**src/inc/opv_pkg.sv**
```systemverilog
// Shared constants and types of the one-time-programmable memory programmer.
package opv_pkg;
    localparam int CLK_PERIOD_NS = 4;
    localparam int PULSE_US      = 100;
    localparam int PULSE_MIN_US  = 95;
    localparam int PULSE_MAX_US  = 105;
    localparam int SETUP_US      = 2;
    localparam int DV_US         = 1;
    localparam int SYNC_LAT      = 4;
    localparam int MAX_RETRY     = 10;
    localparam int ADDR_W        = 16;
    localparam int DATA_W        = 8;
    localparam int FIFO_DEPTH    = 8;
    localparam int PULSE_CYC     = (PULSE_US * 1000) / CLK_PERIOD_NS;
    localparam int SETUP_CYC     = (SETUP_US * 1000 + CLK_PERIOD_NS - 1) / CLK_PERIOD_NS;
    localparam int DV_CYC        = (DV_US * 1000) / CLK_PERIOD_NS;
    localparam int READ_CYC      = DV_CYC + SYNC_LAT;
    localparam logic [15:0] TIMER_RST = 16'h0000;

    typedef enum logic [3:0] {
        ST_IDLE, ST_RAMP, ST_VREST, ST_FETCH, ST_SETUP,
        ST_PULSE, ST_HOLD, ST_VREL, ST_READ, ST_CHECK
    } opv_state_t;

    typedef enum logic [1:0] {PH_P1, PH_LOOP, PH_FINAL, PH_ID} opv_phase_t;
endpackage : opv_pkg

```
**src/inc/opv_strm_if.sv**
```systemverilog
// Valid/ready byte stream between the programmer's own modules.
`timescale 1ns/1ps
interface opv_strm_if #(parameter int W = 8) ();
    logic         valid;
    logic         ready;
    logic [W-1:0] data;
    modport src (output valid, output data, input ready);
    modport snk (input valid, input data, output ready);
endinterface : opv_strm_if

```
**src/opv_fifo.sv**
```systemverilog
// Small source-image FIFO with registered storage and a registered ready flag.
`timescale 1ns/1ps
module opv_fifo #(
    parameter int W     = 8,
    parameter int DEPTH = 8
) (
    input wire logic    clk,
    input wire logic    rst_b,
    input wire logic    clk_en,
    opv_strm_if.snk     wr,
    opv_strm_if.src     rd
);
    localparam int PW = $clog2(DEPTH);
    localparam int CW = $clog2(DEPTH + 1);
    localparam logic [CW-1:0] FULL = CW'(DEPTH);

    logic [W-1:0]  mem_q [DEPTH];
    logic [W-1:0]  mem_d [DEPTH];
    logic [PW-1:0] wp_q, wp_d, rp_q, rp_d;
    logic [CW-1:0] cnt_q, cnt_d;
    logic          ready_q, ready_d;
    logic          push, pop;

    // Ready is a flop so that back-pressure reaches the source without a comb path.
    assign wr.ready = ready_q;
    assign rd.valid = (cnt_q != '0);
    assign rd.data  = mem_q[rp_q];

    // Next pointers, count and storage.
    always_comb begin
        push    = wr.valid && ready_q;
        pop     = rd.ready && (cnt_q != '0);
        mem_d   = mem_q;
        if (push) begin
            mem_d[wp_q] = wr.data;
        end
        wp_d    = wp_q + PW'(push);
        rp_d    = rp_q + PW'(pop);
        cnt_d   = cnt_q + CW'(push) - CW'(pop);
        ready_d = (cnt_d != FULL);
    end

    // State registers, frozen while the clock enable is low.
    always_ff @(posedge clk or negedge rst_b) begin
        if (!rst_b) begin
            for (int i = 0; i < DEPTH; i++) begin
                mem_q[i] <= '0;
            end
            wp_q    <= '0;
            rp_q    <= '0;
            cnt_q   <= '0;
            ready_q <= 1'b0;
        end else if (clk_en) begin
            mem_q   <= mem_d;
            wp_q    <= wp_d;
            rp_q    <= rp_d;
            cnt_q   <= cnt_d;
            ready_q <= ready_d;
        end
    end
endmodule : opv_fifo

```
**src/opv_prog.sv**
```systemverilog
// Programmer that burns, verifies and identifies an external 64K x 8 OTP memory.
`timescale 1ns/1ps
module opv_prog
    import opv_pkg::*;
#(
    parameter int ADW                 = ADDR_W,
    parameter int PROGRAM_PULSE_WIDTH = PULSE_CYC,
    parameter int SETUP_CYCLES        = SETUP_CYC,
    parameter int READ_CYCLES         = READ_CYC
) (
    input  wire logic              CLOCK,
    input  wire logic              RST_B,
    input  wire logic              CLK_EN,
    input  wire logic              START,
    input  wire logic              ID_REQ,
    input  wire logic [DATA_W-1:0] SRC_DATA,
    input  wire logic              SRC_VALID,
    output wire logic              SRC_READY,
    output logic [ADW-1:0]         PIN_ADDR,
    output logic [DATA_W-1:0]      PIN_DATA_DRV,
    output logic                   PIN_DATA_OE,
    input  wire logic [DATA_W-1:0] DATA_OUT_LINES,
    output logic                   PIN_CE_B,
    output logic                   PIN_OE_B,
    output logic                   PIN_VPP_EN,
    output logic                   PIN_VCC_PROG,
    output logic                   ID_HIGH_VOLTAGE_LINE,
    output logic                   BUSY,
    output logic                   DONE,
    output logic                   PASS,
    output logic                   FAIL,
    output logic [DATA_W-1:0]      ID_MFR,
    output logic [DATA_W-1:0]      ID_DEV
);
    localparam logic [15:0]    PULSE_T = 16'(PROGRAM_PULSE_WIDTH - 1);
    localparam logic [15:0]    SETUP_T = 16'(SETUP_CYCLES - 1);
    localparam logic [15:0]    READ_T  = 16'(READ_CYCLES - 1);
    localparam logic [3:0]     RETRY_MAX = 4'(MAX_RETRY);
    localparam logic [ADW-1:0] ADDR_ONE  = {{(ADW-1){1'b0}}, 1'b1};

    opv_strm_if #(.W(DATA_W)) src_if ();
    opv_strm_if #(.W(DATA_W)) img_if ();

    opv_state_t        state_q, state_d;
    opv_phase_t        phase_q, phase_d;
    logic [ADW-1:0]    addr_q, addr_d;
    logic [DATA_W-1:0] data_q, data_d, dout_q, dout_d, rd_q, rd_d;
    logic [DATA_W-1:0] mfr_q, mfr_d, dev_q, dev_d;
    logic [15:0]       timer_q, timer_d;
    logic [3:0]        retry_q, retry_d;
    logic              doe_q, doe_d, ce_b_q, ce_b_d, oe_b_q, oe_b_d;
    logic              vpp_q, vpp_d, vcc_q, vcc_d, idhv_q, idhv_d, pend_q, pend_d;
    logic              busy_q, busy_d, done_q, done_d, pass_q, pass_d, fail_q, fail_d;
    logic [DATA_W-1:0] s1_q, s2_q, s3_q, stb_q, stb_d;
    logic              tdone, last, match;
    logic [15:0]       pw_cnt_q;

    // Source bytes pass the FIFO; the sequencer pops one only while fetching.
    assign src_if.valid = SRC_VALID;
    assign src_if.data  = SRC_DATA;
    assign SRC_READY    = src_if.ready;
    assign img_if.ready = (state_q == ST_FETCH);

    opv_fifo #(.W(DATA_W), .DEPTH(FIFO_DEPTH)) u_fifo (
        .clk    (CLOCK),
        .rst_b  (RST_B),
        .clk_en (CLK_EN),
        .wr     (src_if),
        .rd     (img_if)
    );

    // A data bit is accepted only once the second and third stages agree.
    for (genvar i = 0; i < DATA_W; i++) begin : g_sync
        assign stb_d[i] = (s2_q[i] == s3_q[i]) ? s3_q[i] : stb_q[i];
    end

    assign tdone = (timer_q == TIMER_RST);
    assign last  = (addr_q == {ADW{1'b1}});
    assign match = (rd_q == data_q);

    // Sequencer next state; every timed wait loads its count minus one.
    always_comb begin
        state_d = state_q;
        phase_d = phase_q;
        addr_d  = addr_q;
        data_d  = data_q;
        dout_d  = dout_q;
        rd_d    = rd_q;
        mfr_d   = mfr_q;
        dev_d   = dev_q;
        retry_d = retry_q;
        doe_d   = doe_q;
        ce_b_d  = ce_b_q;
        oe_b_d  = oe_b_q;
        vpp_d   = vpp_q;
        vcc_d   = vcc_q;
        idhv_d  = idhv_q;
        pend_d  = pend_q;
        busy_d  = busy_q;
        pass_d  = pass_q;
        fail_d  = fail_q;
        done_d  = 1'b0;
        timer_d = tdone ? timer_q : timer_q - 16'h0001;
        case (state_q)
            ST_IDLE: begin
                if (START) begin
                    phase_d = PH_P1;
                    addr_d  = '0;
                    vcc_d   = 1'b1;
                    busy_d  = 1'b1;
                    pass_d  = 1'b0;
                    fail_d  = 1'b0;
                    pend_d  = 1'b0;
                    timer_d = SETUP_T;
                    state_d = ST_RAMP;
                end else if (ID_REQ) begin
                    phase_d = PH_ID;
                    addr_d  = '0;
                    idhv_d  = 1'b1;
                    busy_d  = 1'b1;
                    doe_d   = 1'b0;
                    oe_b_d  = 1'b0;
                    timer_d = SETUP_T;
                    state_d = ST_VREL;
                end
            end
            ST_RAMP: begin
                if (tdone) begin
                    vpp_d   = 1'b1;
                    timer_d = SETUP_T;
                    state_d = ST_VREST;
                end
            end
            ST_VREST: begin
                if (tdone) begin
                    pend_d  = 1'b0;
                    doe_d   = pend_q;
                    timer_d = SETUP_T;
                    state_d = pend_q ? ST_SETUP : ST_FETCH;
                end
            end
            ST_FETCH: begin
                if (img_if.valid) begin
                    data_d = img_if.data;
                    if (phase_q == PH_P1) begin
                        dout_d  = img_if.data;
                        doe_d   = 1'b1;
                        timer_d = SETUP_T;
                        state_d = ST_SETUP;
                    end else if (phase_q == PH_LOOP) begin
                        retry_d = 4'h0;
                        dout_d  = img_if.data;
                        doe_d   = 1'b0;
                        vpp_d   = 1'b0;
                        oe_b_d  = 1'b0;
                        timer_d = SETUP_T;
                        state_d = ST_VREL;
                    end else begin
                        ce_b_d  = 1'b0;
                        oe_b_d  = 1'b0;
                        timer_d = READ_T;
                        state_d = ST_READ;
                    end
                end
            end
            ST_SETUP: begin
                if (tdone) begin
                    ce_b_d  = 1'b0;
                    timer_d = PULSE_T;
                    state_d = ST_PULSE;
                end
            end
            ST_PULSE: begin
                if (tdone) begin
                    ce_b_d  = 1'b1;
                    timer_d = SETUP_T;
                    state_d = ST_HOLD;
                end
            end
            ST_HOLD: begin
                if (tdone) begin
                    if (phase_q == PH_P1) begin
                        doe_d   = 1'b0;
                        addr_d  = last ? '0 : addr_q + ADDR_ONE;
                        phase_d = last ? PH_LOOP : PH_P1;
                        state_d = ST_FETCH;
                    end else begin
                        doe_d   = 1'b0;
                        vpp_d   = 1'b0;
                        oe_b_d  = 1'b0;
                        timer_d = SETUP_T;
                        state_d = ST_VREL;
                    end
                end
            end
            ST_VREL: begin
                if (tdone) begin
                    ce_b_d  = 1'b0;
                    timer_d = READ_T;
                    state_d = ST_READ;
                end
            end
            ST_READ: begin
                if (tdone) begin
                    rd_d    = stb_q;
                    state_d = ST_CHECK;
                end
            end
            ST_CHECK: begin
                ce_b_d  = 1'b1;
                oe_b_d  = 1'b1;
                timer_d = SETUP_T;
                state_d = ST_VREST;
                case (phase_q)
                    PH_LOOP: begin
                        if (match && last) begin
                            phase_d = PH_FINAL;
                            addr_d  = '0;
                            vcc_d   = 1'b0;
                        end else if (match) begin
                            addr_d  = addr_q + ADDR_ONE;
                            vpp_d   = 1'b1;
                        end else if (retry_q == RETRY_MAX) begin
                            fail_d  = 1'b1;
                            vcc_d   = 1'b0;
                            busy_d  = 1'b0;
                            done_d  = 1'b1;
                            state_d = ST_IDLE;
                        end else begin
                            retry_d = retry_q + 4'h1;
                            vpp_d   = 1'b1;
                            pend_d  = 1'b1;
                        end
                    end
                    PH_FINAL: begin
                        fail_d  = fail_q || !match;
                        addr_d  = addr_q + ADDR_ONE;
                        state_d = ST_FETCH;
                        if (last) begin
                            pass_d  = match && !fail_q;
                            busy_d  = 1'b0;
                            done_d  = 1'b1;
                            state_d = ST_IDLE;
                        end
                    end
                    PH_ID: begin
                        if (!addr_q[0]) begin
                            mfr_d   = rd_q;
                            addr_d  = ADDR_ONE;
                            ce_b_d  = 1'b0;
                            oe_b_d  = 1'b0;
                            timer_d = READ_T;
                            state_d = ST_READ;
                        end else begin
                            dev_d   = rd_q;
                            idhv_d  = 1'b0;
                            addr_d  = '0;
                            busy_d  = 1'b0;
                            done_d  = 1'b1;
                            state_d = ST_IDLE;
                        end
                    end
                    default: state_d = ST_IDLE;
                endcase
            end
            default: state_d = ST_IDLE;
        endcase
    end

    // Registers only; pins are idle and supplies at read level after reset.
    always_ff @(posedge CLOCK or negedge RST_B) begin
        if (!RST_B) begin
            state_q <= ST_IDLE;
            phase_q <= PH_P1;
            addr_q  <= '0;
            data_q  <= '0;
            dout_q  <= '0;
            rd_q    <= '0;
            mfr_q   <= '0;
            dev_q   <= '0;
            timer_q <= TIMER_RST;
            retry_q <= 4'h0;
            doe_q   <= 1'b0;
            ce_b_q  <= 1'b1;
            oe_b_q  <= 1'b1;
            vpp_q   <= 1'b0;
            vcc_q   <= 1'b0;
            idhv_q  <= 1'b0;
            pend_q  <= 1'b0;
            busy_q  <= 1'b0;
            done_q  <= 1'b0;
            pass_q  <= 1'b0;
            fail_q  <= 1'b0;
            s1_q    <= '0;
            s2_q    <= '0;
            s3_q    <= '0;
            stb_q   <= '0;
        end else if (CLK_EN) begin
            state_q <= state_d;
            phase_q <= phase_d;
            addr_q  <= addr_d;
            data_q  <= data_d;
            dout_q  <= dout_d;
            rd_q    <= rd_d;
            mfr_q   <= mfr_d;
            dev_q   <= dev_d;
            timer_q <= timer_d;
            retry_q <= retry_d;
            doe_q   <= doe_d;
            ce_b_q  <= ce_b_d;
            oe_b_q  <= oe_b_d;
            vpp_q   <= vpp_d;
            vcc_q   <= vcc_d;
            idhv_q  <= idhv_d;
            pend_q  <= pend_d;
            busy_q  <= busy_d;
            done_q  <= done_d;
            pass_q  <= pass_d;
            fail_q  <= fail_d;
            s1_q    <= DATA_OUT_LINES;
            s2_q    <= s1_q;
            s3_q    <= s2_q;
            stb_q   <= stb_d;
        end
    end

    assign PIN_ADDR             = addr_q;
    assign PIN_DATA_DRV         = dout_q;
    assign PIN_DATA_OE          = doe_q;
    assign PIN_CE_B             = ce_b_q;
    assign PIN_OE_B             = oe_b_q;
    assign PIN_VPP_EN           = vpp_q;
    assign PIN_VCC_PROG         = vcc_q;
    assign ID_HIGH_VOLTAGE_LINE = idhv_q;
    assign BUSY                 = busy_q;
    assign DONE                 = done_q;
    assign PASS                 = pass_q;
    assign FAIL                 = fail_q;
    assign ID_MFR               = mfr_q;
    assign ID_DEV               = dev_q;

    // Counts cycles of chip select low, read only by the checks below.
    always_ff @(posedge CLOCK or negedge RST_B) begin
        if (!RST_B) begin
            pw_cnt_q <= 16'h0000;
        end else if (CLK_EN) begin
            pw_cnt_q <= ce_b_q ? 16'h0000 : pw_cnt_q + 16'h0001;
        end
    end
endmodule : opv_prog

```
**config.mk**
```make
export PLATFORM = sky130hd
export DESIGN_NAME = opv_prog
export DESIGN_NICKNAME = d
export VERILOG_FILES = /design/src/inc/opv_pkg.sv /design/src/inc/opv_strm_if.sv /design/src/opv_fifo.sv /design/src/opv_prog.sv
export SDC_FILE = /design/constraint.sdc
export NUM_CORES = 1
export LEC_CHECK = 0
export BUFFER_PORTS_ARGS = -buffer_cell sky130_fd_sc_hd__buf_2
export CORE_MARGIN = 3
export CORE_UTILIZATION = 45
export CTS_CLUSTER_SIZE = 14
export DETAILED_ROUTE_END_ITERATION = 16
export SYNTH_ARGS = -nofsm -noshare
export SYNTH_HDL_FRONTEND = slang
export SYNTH_SLANG_ARGS = --single-unit
```
**constraint.sdc**
```tcl
create_clock -name CLOCK -period 5.3 [get_ports CLOCK]
set_clock_uncertainty 0.1 [all_clocks]
set_input_delay 0.265 -clock CLOCK [delete_from_list [all_inputs] [get_ports CLOCK]]
set_output_delay 0.265 -clock CLOCK [all_outputs]
set_load 0.005 [all_outputs]
```
==> run metrics <==
dpl ws=1.95 ns; crit end category=flip-flop; Yosys top cell area share=47.8%; Layout Nets=1,041; die width=158 um; num rows=54; Initial Util=46.7%; cell area after synthesis=10,400 um2; EDFF count, synth=0; Min Clock Period, post-route=3.44 ns; Hold/Removal Path Class=input pin to flip-flop; critical path arrival=3.62 ns; wire per inst=19.2 um; root buffer cell=clkbuf_16; relative slew slack=a little under a third; IO Port Bufs=between 70 and 80; Switching Share=37.9%; post-DP HPWL=16,600 um; Total Routed Length=24,900 um; CP top delay family=flip-flops; Distinct cells, synth=77; Synth-to-Final Area Change=12.2%; Core ar.=22,200 um2; # diodes=0; r2r endpoint=u_fifo.wr.ready; CP Capture Point=u_fifo.wr.ready; worst setup margin=1.86 ns; Crit. path cell count=10; clock-pin slew on the worst setup and hold paths=0.08 ns; Hold Buf Count CTS=9; top cells by area, synth=dfrtp_1 (48%), mux2_2 (15%), o21ai_0 (3.9%); WHS=0.0541 ns; Chip Height=158 um; vias in the first global route=7,554; CP Max Fanout=34; Global Route Usage Sum=20.5%; Synth area leader=dfrtp_1; CTS Buffer Depth=2; Slowest cell on crit path=dfrtp_1; Seq pwr share=40.4%; Filler cells=1,961; Die ar.=24,900 um2; Internal Power=roughly 3900 uW; residual DRC count=0; clock power share=21.1%; antenna violations before repair=0; TritonCTS clock tree=built; Post-DP Area=10,900 um2; Num CTS Buffers=17; slowest cell delay on critical path=1.00 ns; WP buf/inv=2; Peak VDD IR=just under 300 uV; first-pass GRT wire length=40,600 um; asr flop ratio synth=100%; Final period util=about two thirds; Crit Path Class=flip-flop to flip-flop; Post-Layout Inst Area=11,600 um2; setup TNS=0 ns; leakage=0.00509 uW; FF+latch count, synth=200; share of layout cells above drive strength 1=between 20 and 30%; DRT antenna net count=0; RSZ-0062 raised after global routing=no; synth warn=0; Storage cell area=5010 um2; vias per inst=roughly 6.0; MaxCap Viol Count=0; H-tree level count=4; post-CTS resize count=0; power per cell area=537 nW/um2; sequential cell area fraction in the yosys report=48.3%; Final GP Congestion=0.889; most common cell after layout, fill and taps aside=dfrtp_1; mean post-synth cell area=11.0 um2; startpoint types=flip-flop; Final Hold Fails=0; via count=7,740; top_reg_cell synth=dfrtp_1; Req. time, crit path=5.48 ns; TritonCTS Sinks=200; status=completed; multi-input logic area=between 5000 and 6000 um2; Logic pwr share=38.5%; Worst-Skew Late Latency=0.44 ns; largest net degree at the start of global routing=111; r2r setup slk=1.86 ns; grt total ovfl=0; critical path launch point=state_q[0]; R2R depth=10; 1st-pass router iterations=5; # Post-CTS Setup Buffers=0; Setup violations, final=0; Boundary Pins=73; Mapped Cells=947; sw power=2360 uW; initial drt markers=530; Worst-Margin Slew=1.03 ns; commonest non-fill, non-tap cells in the layout=dfrtp_1 (198), mux2_2 (136), o21ai_0 (81), buf_2 (71), nand2_1 (69); cell chain of the critical path=nand4bb_1 > nor2_1 > ha_1 > inv_1 > ha_1 > inv_1 > fa_1 > xnor2_1 > nor4b_1 > a21oi_1; Final Max Tran Viols=0; R2R Path Start=state_q[0]; Mapped Nets=around 1,000; Achievable Freq=a little under 300 MHz
-- worst min-delay path by stage --
stage                                   to  cells past startpoint   startpoint
after CTS                 u_fifo.mem_q[51]                      2  SRC_DATA[3]
after global placement        PIN_ADDR[14]                      1        RST_B
final                     u_fifo.mem_q[24]                      2  SRC_DATA[0]
after floorplan                       BUSY                      0        RST_B
after detailed placement      PIN_ADDR[14]                      1        RST_B
after global routing       u_fifo.mem_q[0]                      2  SRC_DATA[0]
-- synthesized netlist by cell type, types with 4 or more instances --
master and count:
a21o_1 5, a21oi_1 52, a22o_1 6, a2bb2oi_1 13, a31oi_1 10, buf_1 5, buf_2 4, clkbuf_1 42
dfrtp_1 198, ha_1 14, inv_1 35, mux2_2 136, mux4_2 16, nand2_1 69, nand2b_1 7, nand3_1 17
nand4_1 9, nor2_1 52, nor2b_1 4, nor3_1 17, nor3b_1 4, nor4_1 10, o21a_1 5, o21ai_0 81
o31ai_1 13, or2_2 5, or3_1 17, or4_1 7, xnor2_1 4, xor2_1 9
-- metal layers --
metal,track usage (%),part of all wire (%),up-vias
li1,-,-,3618
met1,28.9,46,3897
met2,33.0,47,204
met3,4.16,5.2,21
met4,4.71,1.1,0
met5,0,0,-
-- cells by family (layout without fill, tap and decap cells) --
logic type	after synthesis	count (layout)	synth area share, %
xor gates and xnor gates	13	13	1.10
and+or+nand+nor	241	241	12.1
muxes	154	154	18.4
adders and majority gates	15	15	1.88
buffers and inverters	90	160	3.52
DFF	200	200	48.3
AOI/OAI and AO/OA	234	234	14.7
-- worst reg2reg max path, stage by stage (launching register included) --
cell       delay, ns
dfrtp_1         1.00
nand4bb_1       0.44
nor2_1          0.31
ha_1            0.27
inv_1           0.06
ha_1            0.15
inv_1           0.06
fa_1            0.40
xnor2_1         0.15
nor4b_1         0.25
a21oi_1         0.11
-- power groups by stage --
| stage | logic [uW] | clock network (uW) | registers (uW) |
|---|---|---|---|
| 2_1_floorplan | 1890 | 0 | 2350 |
| 3_3_place_gp | 2370 | 0 | 2530 |
| 3_5_place_dp | 2400 | 0 | 2550 |
| 4_1_cts | 2410 | 1350 | 2520 |
| 5_1_grt | 2680 | 1410 | 2600 |
| 6_report | 2410 | 1320 | 2520 |
-- sequential cells by signal, indices dropped and copies added, names as in the netlist, 8 cells and up --
name / flops
ID_DEV: 8
stb_q: 8
rd_q: 8
PIN_DATA_DRV: 8
u_fifo.mem_q: 64
ID_MFR: 8
data_q: 8
PIN_ADDR: 16
s3_q: 8
s2_q: 8
timer_q: 16
s1_q: 8
-- layout make-up --
cell class	count	share of cell area, %
Sequential cell	200	43.0
Multi-Input combinational cell	657	43.0
Timing Repair Buffer	92	4.66
Clock buffer	17	3.66
Tap cell	280	3.01
Clock inverter	15	1.48
Inverter	36	1.16
-- through the flow --
stage | util, % | total power [uW] | cells
floorplan | - | 4240 | 947
global placement | 49.3 | 4900 | 1256
detailed placement | 49.3 | 4950 | 1256
CTS | 52.3 | 6280 | 1297
global route | 52.3 | 6690 | 1297
finish | 52.3 | 6250 | 1297
Power figures use the tool's default switching activity.
